[src/include/mtpcs_map.svh]
// constants for the multiple-time-programmable memory host sequencer
`ifndef MTPCS_MAP_SVH
`define MTPCS_MAP_SVH
`define MTPCS_CMD_READ 8'h00
`define MTPCS_CMD_ERASE 8'h20
`define MTPCS_CMD_SETUP_PROG 8'h40
`define MTPCS_CMD_ERASE_VERIFY 8'hA0
`define MTPCS_CMD_RESET 8'hFF
`define MTPCS_ERASED_BYTE 8'hFF
`define MTPCS_ADDR_W 18
`define MTPCS_MAX_PROG_PULSES 25
`define MTPCS_MAX_ERASE_PULSES 30
`define MTPCS_CLK_NS 5
`define MTPCS_PROG_PULSE_NS 10000
`define MTPCS_ERASE_PULSE_MS 100
`define MTPCS_PROG_PULSE_CYC (`MTPCS_PROG_PULSE_NS / `MTPCS_CLK_NS)
`define MTPCS_ERASE_PULSE_CYC (`MTPCS_ERASE_PULSE_MS * 1000000 / `MTPCS_CLK_NS)
`define MTPCS_STROBE_CYC 4
`define MTPCS_SETTLE_CYC 4
`define MTPCS_ID_ADDR 18'h00200
`endif

[src/include/mtpcs_pkg.sv]
// types for the memory host sequencer
package mtpcs_pkg;
    typedef enum logic [2:0] {
        MTPCS_OP_READ,
        MTPCS_OP_PROGRAM,
        MTPCS_OP_ERASE,
        MTPCS_OP_IDENT,
        MTPCS_OP_RESET
    } mtpcs_op_type;
    typedef enum logic [1:0] {
        MTPCS_CYC_WRITE,
        MTPCS_CYC_READ
    } mtpcs_cyc_type;
endpackage

[src/include/mtpcs_bus_if.sv]
// request/answer bundle between sequencer and its pin cycle engine
`timescale 1ns/1ps
interface mtpcs_bus_if;
    import mtpcs_pkg::*;
    logic req;
    logic done;
    mtpcs_cyc_type kind;
    logic [17:0] addr;
    logic [7:0] wdata;
    logic [7:0] rdata;
    logic idHigh;
    modport seq (output req, kind, addr, wdata, idHigh, input done, rdata);
    modport eng (input req, kind, addr, wdata, idHigh, output done, rdata);
endinterface

[src/mtpcs_pin_cycle.sv]
// pin cycle engine: one write strobe or one read cycle per request
`timescale 1ns/1ps
`include "mtpcs_map.svh"
module mtpcs_pin_cycle
    import mtpcs_pkg::*;
(
    input wire logic sys_clk, // clock
    input wire logic resetn, // sync reset
    mtpcs_bus_if.eng bus, // cycle requests
    output logic chipSelN_q, // chip select, low active
    output logic outGateN_q, // output gate, low active
    output logic writeStrobeN_q, // write strobe, low active
    output logic [17:0] locationLines_q, // address pins
    output logic [7:0] byteLinesOut_q, // data driven
    output logic byteLinesOe_q, // data drive enable
    input wire logic [7:0] byteLinesIn, // data sampled
    output logic identifyHigh_q // trigger line at identify voltage
);
    typedef enum {IDLE, SETUP, STROBE, HOLD, RDWAIT, FIN} pc_st_type;
    pc_st_type st_q;
    logic [3:0] cnt_q;
    logic [7:0] rdata_q;

    assign bus.done = (st_q == FIN);
    assign bus.rdata = rdata_q;

    always_ff @(posedge sys_clk) begin
        if (!resetn) begin
            st_q <= IDLE;
            cnt_q <= 4'h0;
        end else begin
            case (st_q)
                IDLE: if (bus.req) begin
                    st_q <= SETUP;
                    cnt_q <= 4'h0;
                end
                SETUP: begin
                    cnt_q <= cnt_q + 4'h1;
                    if (cnt_q == 4'(`MTPCS_SETTLE_CYC - 1)) begin
                        cnt_q <= 4'h0;
                        st_q <= (bus.kind == MTPCS_CYC_WRITE) ? STROBE : RDWAIT;
                    end
                end
                STROBE: begin
                    cnt_q <= cnt_q + 4'h1;
                    if (cnt_q == 4'(`MTPCS_STROBE_CYC - 1)) begin
                        cnt_q <= 4'h0;
                        st_q <= HOLD;
                    end
                end
                HOLD: st_q <= FIN;
                RDWAIT: begin
                    cnt_q <= cnt_q + 4'h1;
                    if (cnt_q == 4'(`MTPCS_SETTLE_CYC - 1)) begin
                        st_q <= FIN;
                    end
                end
                FIN: st_q <= IDLE;
                default: st_q <= IDLE;
            endcase
        end
    end

    // pins; address settles before strobe falls, data held past its rise
    always_ff @(posedge sys_clk) begin
        if (!resetn) begin
            chipSelN_q <= 1'b1;
            outGateN_q <= 1'b1;
            writeStrobeN_q <= 1'b1;
            locationLines_q <= 18'h00000;
            byteLinesOut_q <= 8'h00;
            byteLinesOe_q <= 1'b0;
            identifyHigh_q <= 1'b0;
        end else begin
            if (st_q == IDLE && bus.req) begin
                chipSelN_q <= 1'b0;
                locationLines_q <= bus.addr;
                identifyHigh_q <= bus.idHigh;
                byteLinesOut_q <= bus.wdata;
                byteLinesOe_q <= (bus.kind == MTPCS_CYC_WRITE);
                outGateN_q <= (bus.kind == MTPCS_CYC_WRITE);
            end
            writeStrobeN_q <= !(st_q == STROBE);
            if (st_q == FIN) begin
                chipSelN_q <= 1'b1;
                outGateN_q <= 1'b1;
                byteLinesOe_q <= 1'b0;
                identifyHigh_q <= 1'b0;
            end
        end
    end

    always_ff @(posedge sys_clk) begin
        if (!resetn) begin
            rdata_q <= 8'h00;
        end else if (st_q == RDWAIT && cnt_q == 4'(`MTPCS_SETTLE_CYC - 1)) begin
            rdata_q <= byteLinesIn;
        end
    end
endmodule // mtpcs_pin_cycle

[src/mtpcs_host.sv]
// host sequencer that programs, erases, identifies and resets the memory
`timescale 1ns/1ps
`include "mtpcs_map.svh"
module mtpcs_host
    import mtpcs_pkg::*;
#(
    parameter int PROG_PULSE_CYC = `MTPCS_PROG_PULSE_CYC,
    parameter int ERASE_PULSE_CYC = `MTPCS_ERASE_PULSE_CYC,
    parameter int MAX_PROG = `MTPCS_MAX_PROG_PULSES,
    parameter int MAX_ERASE = `MTPCS_MAX_ERASE_PULSES,
    parameter logic [17:0] LAST_ADDR = 18'h3FFFF
) (
    input wire logic sys_clk, // clock
    input wire logic resetn, // sync reset, low active
    input wire logic opValid, // start an operation
    input wire mtpcs_op_type opKind, // operation
    input wire logic [17:0] opAddr, // byte address
    input wire logic [7:0] opData, // program data
    input wire logic opIdSel, // identify: 0 maker, 1 device code
    output logic opReady, // idle, may start
    output logic opDone_q, // one-cycle completion pulse
    output logic opFail_q, // completion with failure
    output logic [7:0] opRdata_q, // read or identifier byte
    output logic progSupplyHigh_q, // raise program supply
    output logic chipSelN_q, // chip select, low active
    output logic outGateN_q, // output gate, low active
    output logic writeStrobeN_q, // write strobe, low active
    output logic [17:0] locationLines_q, // address pins
    output logic [7:0] byteLinesOut_q, // data out
    output logic byteLinesOe_q, // data drive enable
    input wire logic [7:0] byteLinesIn, // data in
    output logic identifyHigh_q // identify voltage on trigger line
);
    typedef enum {IDLE, W1, W2, PULSE, VFY_W, VFY_R, CHECK, RD, FINISH} seq_st_type;
    seq_st_type st_q;
    mtpcs_op_type op_q;
    logic [7:0] data_q;
    logic [17:0] addr_q;
    logic idSel_q;
    logic [5:0] pulses_q;
    logic [31:0] timer_q;
    logic [1:0] step_q;
    logic req;
    mtpcs_cyc_type kind;
    logic [17:0] addr;
    logic [7:0] wdata;
    logic idHi;
    logic ok;

    mtpcs_bus_if bus ();
    assign bus.req = req;
    assign bus.kind = kind;
    assign bus.addr = addr;
    assign bus.wdata = wdata;
    assign bus.idHigh = idHi;

    mtpcs_pin_cycle u_pins (
        .sys_clk(sys_clk),
        .resetn(resetn),
        .bus(bus.eng),
        .chipSelN_q(chipSelN_q),
        .outGateN_q(outGateN_q),
        .writeStrobeN_q(writeStrobeN_q),
        .locationLines_q(locationLines_q),
        .byteLinesOut_q(byteLinesOut_q),
        .byteLinesOe_q(byteLinesOe_q),
        .byteLinesIn(byteLinesIn),
        .identifyHigh_q(identifyHigh_q)
    );

    assign opReady = (st_q == IDLE);

    // ----------------------------------------
    // pin cycle request selection
    // ----------------------------------------
    always_comb begin
        req = 1'b0;
        kind = MTPCS_CYC_WRITE;
        addr = addr_q;
        wdata = `MTPCS_CMD_RESET;
        idHi = 1'b0;
        case (st_q)
            W1: begin
                req = 1'b1;
                case (op_q)
                    MTPCS_OP_PROGRAM: wdata = `MTPCS_CMD_SETUP_PROG;
                    MTPCS_OP_ERASE: wdata = `MTPCS_CMD_ERASE;
                    MTPCS_OP_READ: wdata = `MTPCS_CMD_READ;
                    default: wdata = `MTPCS_CMD_RESET;
                endcase
            end
            W2: begin
                req = 1'b1;
                case (op_q)
                    MTPCS_OP_PROGRAM: wdata = data_q;
                    MTPCS_OP_ERASE: wdata = `MTPCS_CMD_ERASE;
                    default: wdata = `MTPCS_CMD_RESET;
                endcase
            end
            VFY_W: begin
                req = 1'b1;
                wdata = (op_q == MTPCS_OP_ERASE) ? `MTPCS_CMD_ERASE_VERIFY : `MTPCS_CMD_READ;
            end
            VFY_R, RD: begin
                req = 1'b1;
                kind = MTPCS_CYC_READ;
                if (op_q == MTPCS_OP_IDENT) begin
                    addr = {17'h00000, idSel_q};
                    idHi = 1'b1;
                end
            end
            default: req = 1'b0;
        endcase
    end

    // erase expects ones; program expects cleared bits to stay cleared
    // ones in the program data leave a bit as found, so only the bits to clear are checked
    assign ok = (op_q == MTPCS_OP_ERASE) ? (bus.rdata == `MTPCS_ERASED_BYTE) : ((bus.rdata & ~data_q) == 8'h00);

    // ----------------------------------------
    // operation sequencing
    // ----------------------------------------
    always_ff @(posedge sys_clk) begin
        if (!resetn) begin
            st_q <= IDLE;
            op_q <= MTPCS_OP_READ;
            data_q <= 8'h00;
            addr_q <= 18'h00000;
            idSel_q <= 1'b0;
            pulses_q <= 6'h00;
            timer_q <= 32'h0;
            step_q <= 2'h0;
            opDone_q <= 1'b0;
            opFail_q <= 1'b0;
            opRdata_q <= 8'h00;
        end else begin
            opDone_q <= 1'b0;
            case (st_q)
                IDLE: if (opValid) begin
                    op_q <= opKind;
                    data_q <= opData;
                    addr_q <= (opKind == MTPCS_OP_ERASE) ? 18'h00000 : opAddr;
                    idSel_q <= opIdSel;
                    pulses_q <= 6'h00;
                    opFail_q <= 1'b0;
                    st_q <= (opKind == MTPCS_OP_IDENT) ? RD : W1;
                end
                W1: if (bus.done) begin
                    st_q <= (op_q == MTPCS_OP_READ) ? RD : W2;
                end
                W2: if (bus.done) begin
                    if (op_q == MTPCS_OP_RESET) begin
                        st_q <= FINISH;
                    end else begin
                        pulses_q <= pulses_q + 6'h01;
                        timer_q <= 32'h0;
                        st_q <= PULSE;
                    end
                end
                PULSE: begin
                    // pulse runs until the next rising strobe ends it
                    timer_q <= timer_q + 32'h1;
                    if (timer_q == 32'((op_q == MTPCS_OP_ERASE) ? ERASE_PULSE_CYC - 1 : PROG_PULSE_CYC - 1)) begin
                        st_q <= VFY_W;
                    end
                end
                VFY_W: if (bus.done) st_q <= VFY_R;
                VFY_R: if (bus.done) begin
                    opRdata_q <= bus.rdata;
                    st_q <= CHECK;
                end
                CHECK: begin
                    if (ok && op_q == MTPCS_OP_PROGRAM) begin
                        st_q <= FINISH;
                    end else if (ok && addr_q == LAST_ADDR) begin
                        st_q <= FINISH;
                    end else if (ok) begin
                        addr_q <= addr_q + 18'h00001;
                        st_q <= VFY_W;
                    end else if (pulses_q == 6'(op_q == MTPCS_OP_ERASE ? MAX_ERASE : MAX_PROG)) begin
                        opFail_q <= 1'b1;
                        st_q <= FINISH;
                    end else begin
                        // failing address kept, verify resumes there
                        st_q <= W1;
                    end
                end
                RD: if (bus.done) begin
                    opRdata_q <= bus.rdata;
                    st_q <= FINISH;
                end
                FINISH: begin
                    opDone_q <= 1'b1;
                    st_q <= IDLE;
                end
                default: st_q <= IDLE;
            endcase
        end
    end

    // program supply high for every operation needing commands
    always_ff @(posedge sys_clk) begin
        if (!resetn) begin
            progSupplyHigh_q <= 1'b0;
        end else begin
            progSupplyHigh_q <= (st_q != IDLE) && (op_q != MTPCS_OP_IDENT || st_q == W1);
        end
    end
endmodule // mtpcs_host

[config.mk]
export PLATFORM = sky130hd
export DESIGN_NAME = mtpcs_host
export DESIGN_NICKNAME = d
export VERILOG_FILES = /design/src/include/mtpcs_pkg.sv /design/src/include/mtpcs_bus_if.sv /design/src/mtpcs_pin_cycle.sv /design/src/mtpcs_host.sv
export VERILOG_INCLUDE_DIRS = /design/src /design/src/include
export SDC_FILE = /design/constraint.sdc
export NUM_CORES = 1
export LEC_CHECK = 0
export BUFFER_PORTS_ARGS = -buffer_cell sky130_fd_sc_hd__buf_2
export CAP_MARGIN = 20
export CORE_AREA = 3 3 130 132
export CTS_CLUSTER_DIAMETER = 40
export DETAILED_ROUTE_END_ITERATION = 6
export DIE_AREA = 0 0 133 135
export GPL_TIMING_DRIVEN = 0
export PLACE_DENSITY = 0.65
export SLEW_MARGIN = 10
export SYNTH_ARGS = -nofsm -noshare
export SYNTH_HDL_FRONTEND = slang
export SYNTH_SLANG_ARGS = --single-unit
[constraint.sdc]
create_clock -name sys_clk -period 2.9 [get_ports sys_clk]
set_input_delay 0.58 -clock sys_clk [delete_from_list [all_inputs] [get_ports sys_clk]]
set_output_delay 0.58 -clock sys_clk [all_outputs]
set_load 0.01 [all_outputs]
-- Yosys cells after proc, flatten, opt, wreduce, memory -nomap -nowiden
Cells that the tools add are included.
- register bits: 186
- logic and storage cells: 162
- bits of input ports: 41
- output and inout port bits: 43
- reduce and logical (&&, ||, !) cells: 32
- equal/unequal tests: 45
- $add $sub $neg: 4
- mux-type cells: 57
- bitwise gates (word level): 3
- operators by type and width (cell ; count):
    2-to-1 mux 32 bit ; 13
    case mux 32 bit (8 select lines) ; 1
    equality test 32 x 3 -> 1 bit (second input constant) ; 6
    equality test 32 x 2 -> 1 bit (second input constant) ; 5
    case mux 32 bit (5 select lines) ; 1
    zero test 32 bit ; 4
    2-to-1 mux 18 bit ; 7
    equality test 32 x 4 -> 1 bit (second input constant) ; 3
    equality test 32 x 1 -> 1 bit (second input constant) ; 2
    case mux 32 bit (2 select lines) ; 1
    case mux 8 bit (3 select lines) ; 2
    case mux 18 bit (2 select lines) ; 1
    adder 32 x 1 -> 32 bit (second input constant) ; 1
    equality test 32 x 25 -> 1 bit ; 1
    nonzero test 32 bit ; 1
    2-to-1 mux 4 bit ; 7
    inequality test 2 bit (second input constant) ; 13
    2-to-1 mux 25 bit ; 1
    adder 18 x 1 -> 18 bit (second input constant) ; 1
    equality test 18 bit (second input constant) ; 1
    2-to-1 mux 6 bit ; 3
    case mux 8 bit (2 select lines) ; 1
    equality test 3 x 2 -> 1 bit (second input constant) ; 4
    2-to-1 mux 3 bit ; 4
    33 further kinds ; 57

-- Longest topological paths before layout
- word-level depth: 8
- mapped depth: 8
- depth with buffers taken out: 7

-- Cells and area by module
A second synthesis with hierarchy kept.
- cell total of the unflattened synthesis: 830
- area total of the unflattened synthesis: 6732.7 um^2
- by module, submodules not included (module ; area an instance (um^2) ; cells each ; sequential area each (um^2) ; instances):
    mtpcs_host ; 4702.0 ; 610 ; 1661.6 ; 1
    mtpcs_pin_cycle ; 2030.7 ; 220 ; 920.9 ; 1

-- Least setup slack after synthesis
No wires, ideal clock.
- path type: register -> register
- start point: register addr_q[0]
- end point: register addr_q[2]
- buffers on the path: 1
- cell stages (with the launch flop): 8
- clock period less this slack: 1999 ps
- slack: 901 ps
- arrival time: 1882 ps
- data required time: 2783 ps
- setup time: 117 ps
- cell sequence: dfxtp_1 > ha_1 > nand3_1 > or3_1 > o21ai_2 > o21ai_4 > buf_4 > a32o_1
- cells in the longest elaborated chain, start to end: 5
- elaborated cells between the ends (all ways): 9
- those cells by class: add/sub (1); eq/ne (2); mux (4); reduce/logical (2)
- RTL lines (item ; line ; text):
    from (decl) ; mtpcs_host.sv:38 ; logic [17:0] addr_q;
    from (signal assigned) ; mtpcs_host.sv:142 ; addr_q <= (opKind == MTPCS_OP_ERASE) ? 18'h00000 : opAddr;
    from (signal assigned) ; mtpcs_host.sv:178 ; addr_q <= addr_q + 18'h00001;
    adder 18 x 1 -> 18 bit ; mtpcs_host.sv:178 ;
    2-to-1 mux 18 bit ; mtpcs_host.sv:177 ; end else if (ok) begin
    2-to-1 mux 18 bit ; mtpcs_host.sv:175 ; end else if (ok && addr_q == LAST_ADDR) begin
    2-to-1 mux 18 bit ; mtpcs_host.sv:173 ; if (ok && op_q == MTPCS_OP_PROGRAM) begin
    case mux 18 bit (2 select lines) ; mtpcs_host.sv:138 ; case (st_q)
Parallel ways exist; a longest one is shown, timed or not. The select of a mux whose other input is x is not followed.
A chain may end at the register's enable or synchronous reset.

-- Worst setup path after layout
- start point: register u_pins.rdata_q[2] (netlist: u_pins.bus.rdata[2])
- end point: register addr_q[16]
- cells in the longest elaborated chain, start to end: 6
- elaborated cells between the ends (all ways): 10
- those cells by class: eq/ne (4); mux (1); bitwise (1); reduce/logical (4)
- RTL lines (item ; line ; text):
    from (decl) ; mtpcs_pin_cycle.sv:22 ; logic [7:0] rdata_q;
    from (signal assigned) ; mtpcs_pin_cycle.sv:97 ; rdata_q <= byteLinesIn;
    bitwise AND 8 bit ; mtpcs_host.sv:118 ; assign ok = (op_q == MTPCS_OP_ERASE) ? (bus.rdata == `MTPCS_ERASED_BYTE) : ((bus.rdata & ~data_q) == 8'h00);
    zero test 8 bit ; mtpcs_host.sv:118 ;
    2-to-1 mux 1 bit * ; mtpcs_host.sv:118 ;
    logical AND 1 bit, on equally long branches ; mtpcs_host.sv:175, mtpcs_host.sv:173 ;
    inequality test 2 bit (no line) ; -- ;
    AND reduction 5 bit (no line) * ; -- ;
Every way passes the cells marked *; elsewhere a longest branch is shown, timed or not.

==> reports/qor.csv <==
stage;metric;value;unit
place;place.gp.congestion;0.924;
clocking;clk_path_buf_depth;2;
routing;drtAntennaViolNets;0;
worst_setup_path;cp_top_family;compound AO/OA/AOI/OAI gates;
clocking;cts_made_buffers;17;
floorplanning;dieArea;0.0180;mm²
clocking;clk_pin_slew;0.06;ns
pwr;pwr-share-clk;0.317;
synth;synth.most_common_cell;dfxtp_1;
synth;synth_edf_count;0;
timing;fmax;393;MHz
worst_setup_path;cp-endpoint;addr_q[16]$_SDFFE_PN0P_;
pwr;switchingPower;2420;µW
worst_setup_path;crit_type;reg -> reg;
synth;yosysWarnings;0;
routing;first_pass_iters;5;
timing;fin_crit_sh;0.878;
synth;seq_area_frac_synth;0.412;
global_routing;grt_use_total;0.194;
routing;drtIter0Drc;466;
synth;synthesis.area;0.00627;mm²
place;io_buffers;82;
pwr;combPwrFrac;0.328;
synth;syn-num-nets;811;
synth;ys_ff_latch;129;
timing;tns;0;ns
worst_hold_path;hp-class;in -> reg;
pwr;seqPwrFrac;0.356;
timing;report.final.slew_viol_count;0;
place;dp_hpwl;12.2;mm
pwr;swShare;0.382;
timing;tightest_slew;0.952;ns
final_layout;multi_input_area;0.00344;mm²
final_layout;antennaDiodeCount;0;
synth;synth_flop_cell;dfxtp_1;
clocking;clk_latency;0.42;ns
timing;rsz0062_at_grt;false;
worst_setup_path;cp_max_fo;10;
global_routing;antenna_found_initial;0;
routing;wire_per_inst;15.7;µm
synth;synth_common_cells;dfxtp_1, nand2_1, nor2_1, a21oi_1, nand3_1;
global_routing;grt_max_degree;17;
final_layout;nets;912;
worst_setup_path;arrival;2.81;ns
worst_setup_path;start_kind;flip-flop;
synth;async_reset_ff_frac;0;
clocking;cts_sinks;129;
floorplanning;die_w;133;µm
clocking;post_cts_buffers;0;
final_layout;drive_gt1_frac;0.167;
timing;fin_ws;0.353;ns
timing;slew_headroom;0.349;
worst_setup_path;cp_slowest_cell;a2111oi_0;
worst_setup_path;ff2ff_path_depth;7;
global_routing;first_global_vias;5681;
synth;syn_avg_cell_area;8.19;µm²
worst_setup_path;regToRegEndpoint;addr_q[16]$_SDFFE_PN0P_;
worst_setup_path;crit_buf_inv;1;
floorplanning;num_rows;46;
floorplanning;ios;84;
clocking;clock-root-buffer;clkbuf_16;
routing;vias_per_cell;5.42;
place;pre_cts_ws;0.373;ns
synth;synth_area_leaders;dfxtp_1, nand2_1, nor2_1;
timing;final_hold_viol_count;0;
floorplanning;core-area;0.0158;mm²
final_layout;seq_area;0.00258;mm²
global_routing;grt_overflow;0;
pwr;p_leak;0.00282;µW
synth;synth_cell_type_count;70;
run;maxCapViolations;0;
pwr;p_per_area;846;mW/mm²
floorplanning;die_h;135;µm
worst_setup_path;slowest_delay;0.80;ns
clocking;cts-htree-levels;4;
global_routing;grt_pass1_wl;28.4;mm
routing;drcViolationCount;0;
timing;finalSetupViolCount;0;
floorplanning;initial_utilization;0.396;
clocking;cts_tree;built;
synth;synth_top_area_cell;dfxtp_1;
worst_setup_path;worstReg2RegStart;u_pins.bus.rdata[2]$_SDFFE_PN0P_;
worst_setup_path;cp_num_cells;7;
outcome;status;completed;
worst_setup_path;path_cells;nor2b_1, a2111oi_0, a41oi_1, o21ai_4, buf_6, mux2i_1, a21oi_1;
final_layout;area_growth;19.7;%
worst_setup_path;ff2ff_setup_slack;0.35;ns
routing;route.vias.total;5939;
pwr;p_int;3930;µW
timing;clock_skew;0.0142;ns
synth;synthCells;766;
worst_setup_path;startpoint;u_pins.bus.rdata[2]$_SDFFE_PN0P_;
synth;yosysTopAreaCellShare;0.412;
worst_setup_path;worstSetupEndpointType;flip-flop;
timing;fin_crit;2.55;ns
worst_setup_path;crit_required;3.17;ns
final_layout;fillers;1602;
clocking;holdBufCountCts;0;
pwr;max-vdd-ir-drop;643;µV
routing;wirelength;17.2;mm
clocking;ctsResizeCount;0;
==> routing by layer <==
metal,track usage,share of wire,vias to the layer above
met3,0.0451,0.047,26
met4,0.0687,0.024,0
li1,-,-,2944
met2,0.316,0.46,171
met5,0,0,-
met1,0.253,0.47,2798
==> cell usage in the layout, fill, tap and decap left out, drive strengths merged, types with 4 or more instances in the layout <==
master,instances
a31oi,4
buf,96
xnor2,17
and3,6
or3,12
inv,21
a211oi,11
and2,4
nand2,92
nor3b,7
nand2b,4
clkinv,6
a22oi,9
o211ai,5
a21boi,4
a21o,4
o21ai,38
nor2b,11
and4,5
nor3,20
nand3,40
clkbuf,51
xor2,21
mux2i,21
ha,4
o31ai,5
nand3b,4
nor4,11
nor2,90
dfxtp,129
nand4,21
a21oi,66
==> final cells by class <==
| type | count | area share |
|---|---|---|
| tap | 216 | 0.0360 |
| multi-input combinational | 577 | 0.458 |
| clock inverter | 12 | 0.0132 |
| clock buffer | 20 | 0.0608 |
| buffer | 45 | 0.0262 |
| inverter | 15 | 0.00750 |
| timing repair buffer | 82 | 0.0547 |
| sequential | 129 | 0.344 |
==> power by group through the flow <==
stage	sequential, µW	combinational [µW]	clock [µW]
after global routing	2290	2330	2110
final	2260	2080	2010
after detailed placement	2290	2050	0
after CTS	2250	2060	2040
after floorplan	2290	1420	0
after global placement	2290	2050	0
==> how the worst min path moves through the flow <==
stage	start	endpoint	slack, ns	depth (start not counted)
after floorplan	idSel_q$_SDFFE_PN0P_	idSel_q$_SDFFE_PN0P_	0.44	2
after global placement	u_pins.chipSelN_q$_SDFFE_PP1P_	u_pins.chipSelN_q$_SDFFE_PP1P_	0.43	1
after detailed placement	u_pins.locationLines_q[17]$_SDFFE_PN0P_	u_pins.locationLines_q[17]$_SDFFE_PN0P_	0.44	2
after CTS	byteLinesIn[3]	u_pins.bus.rdata[3]$_SDFFE_PN0P_	0.38	3
after global routing	opData[4]	data_q[4]$_SDFFE_PN0P_	0.38	3
final	byteLinesIn[3]	u_pins.bus.rdata[3]$_SDFFE_PN0P_	0.39	3
==> state kept, by name, indices dropped and copies added (netlist names) <==
name and cells:
u_pins.chipSelN_q 1, u_pins.locationLines_q 18, u_pins.writeStrobeN_q 1, data_q 8
u_pins.bus.rdata 8, opRdata_q 8, st_q 4, u_pins.cnt_q 4
progSupplyHigh_q 1, addr_q 18, u_pins.byteLinesOe_q 1, u_pins.identifyHigh_q 1
opDone_q 1, u_pins.st_q 3, pulses_q 6, timer_q 32
opFail_q 1, u_pins.outGateN_q 1, idSel_q 1, op_q 3
u_pins.byteLinesOut_q 8
==> worst register-to-register path: cells and delay by family, from the launching register on <==
family	cells	cell delay [ns]
AO/OA/AOI/OAI	4	1.54
buffers and inverters	1	0.19
flip-flops	1	0.33
multiplexers	1	0.20
AND/OR/NAND/NOR	1	0.13
==> logic make-up after synthesis <==
logic type	Yosys count	synth area share
AOI/OAI and AO/OA	167	0.171
xor gates and xnor gates	38	0.0531
adders and majority gates	5	0.00958
buffers and inverters	60	0.0403
DFF	129	0.412
muxes	22	0.0353
and+or+nand+nor	345	0.279
==> per-stage QoR <==
| stage | total power (µW) | utilization | hold slack (ns) | std cells | cell area (µm²) |
|---|---|---|---|---|---|
| after CTS | 6360 | 0.474 | 0.381 | 1096 | 7510 |
| after detailed placement | 4340 | 0.439 | 0.440 | 1064 | 6950 |
| after global placement | 4340 | 0.439 | 0.432 | 1064 | 6950 |
| final | 6350 | 0.474 | 0.394 | 1096 | 7510 |
| after global routing | 6740 | 0.474 | 0.381 | 1096 | 7510 |
| after floorplan | 3710 | - | 0.436 | 766 | 6270 |
Power figures use the tool's default switching activity.
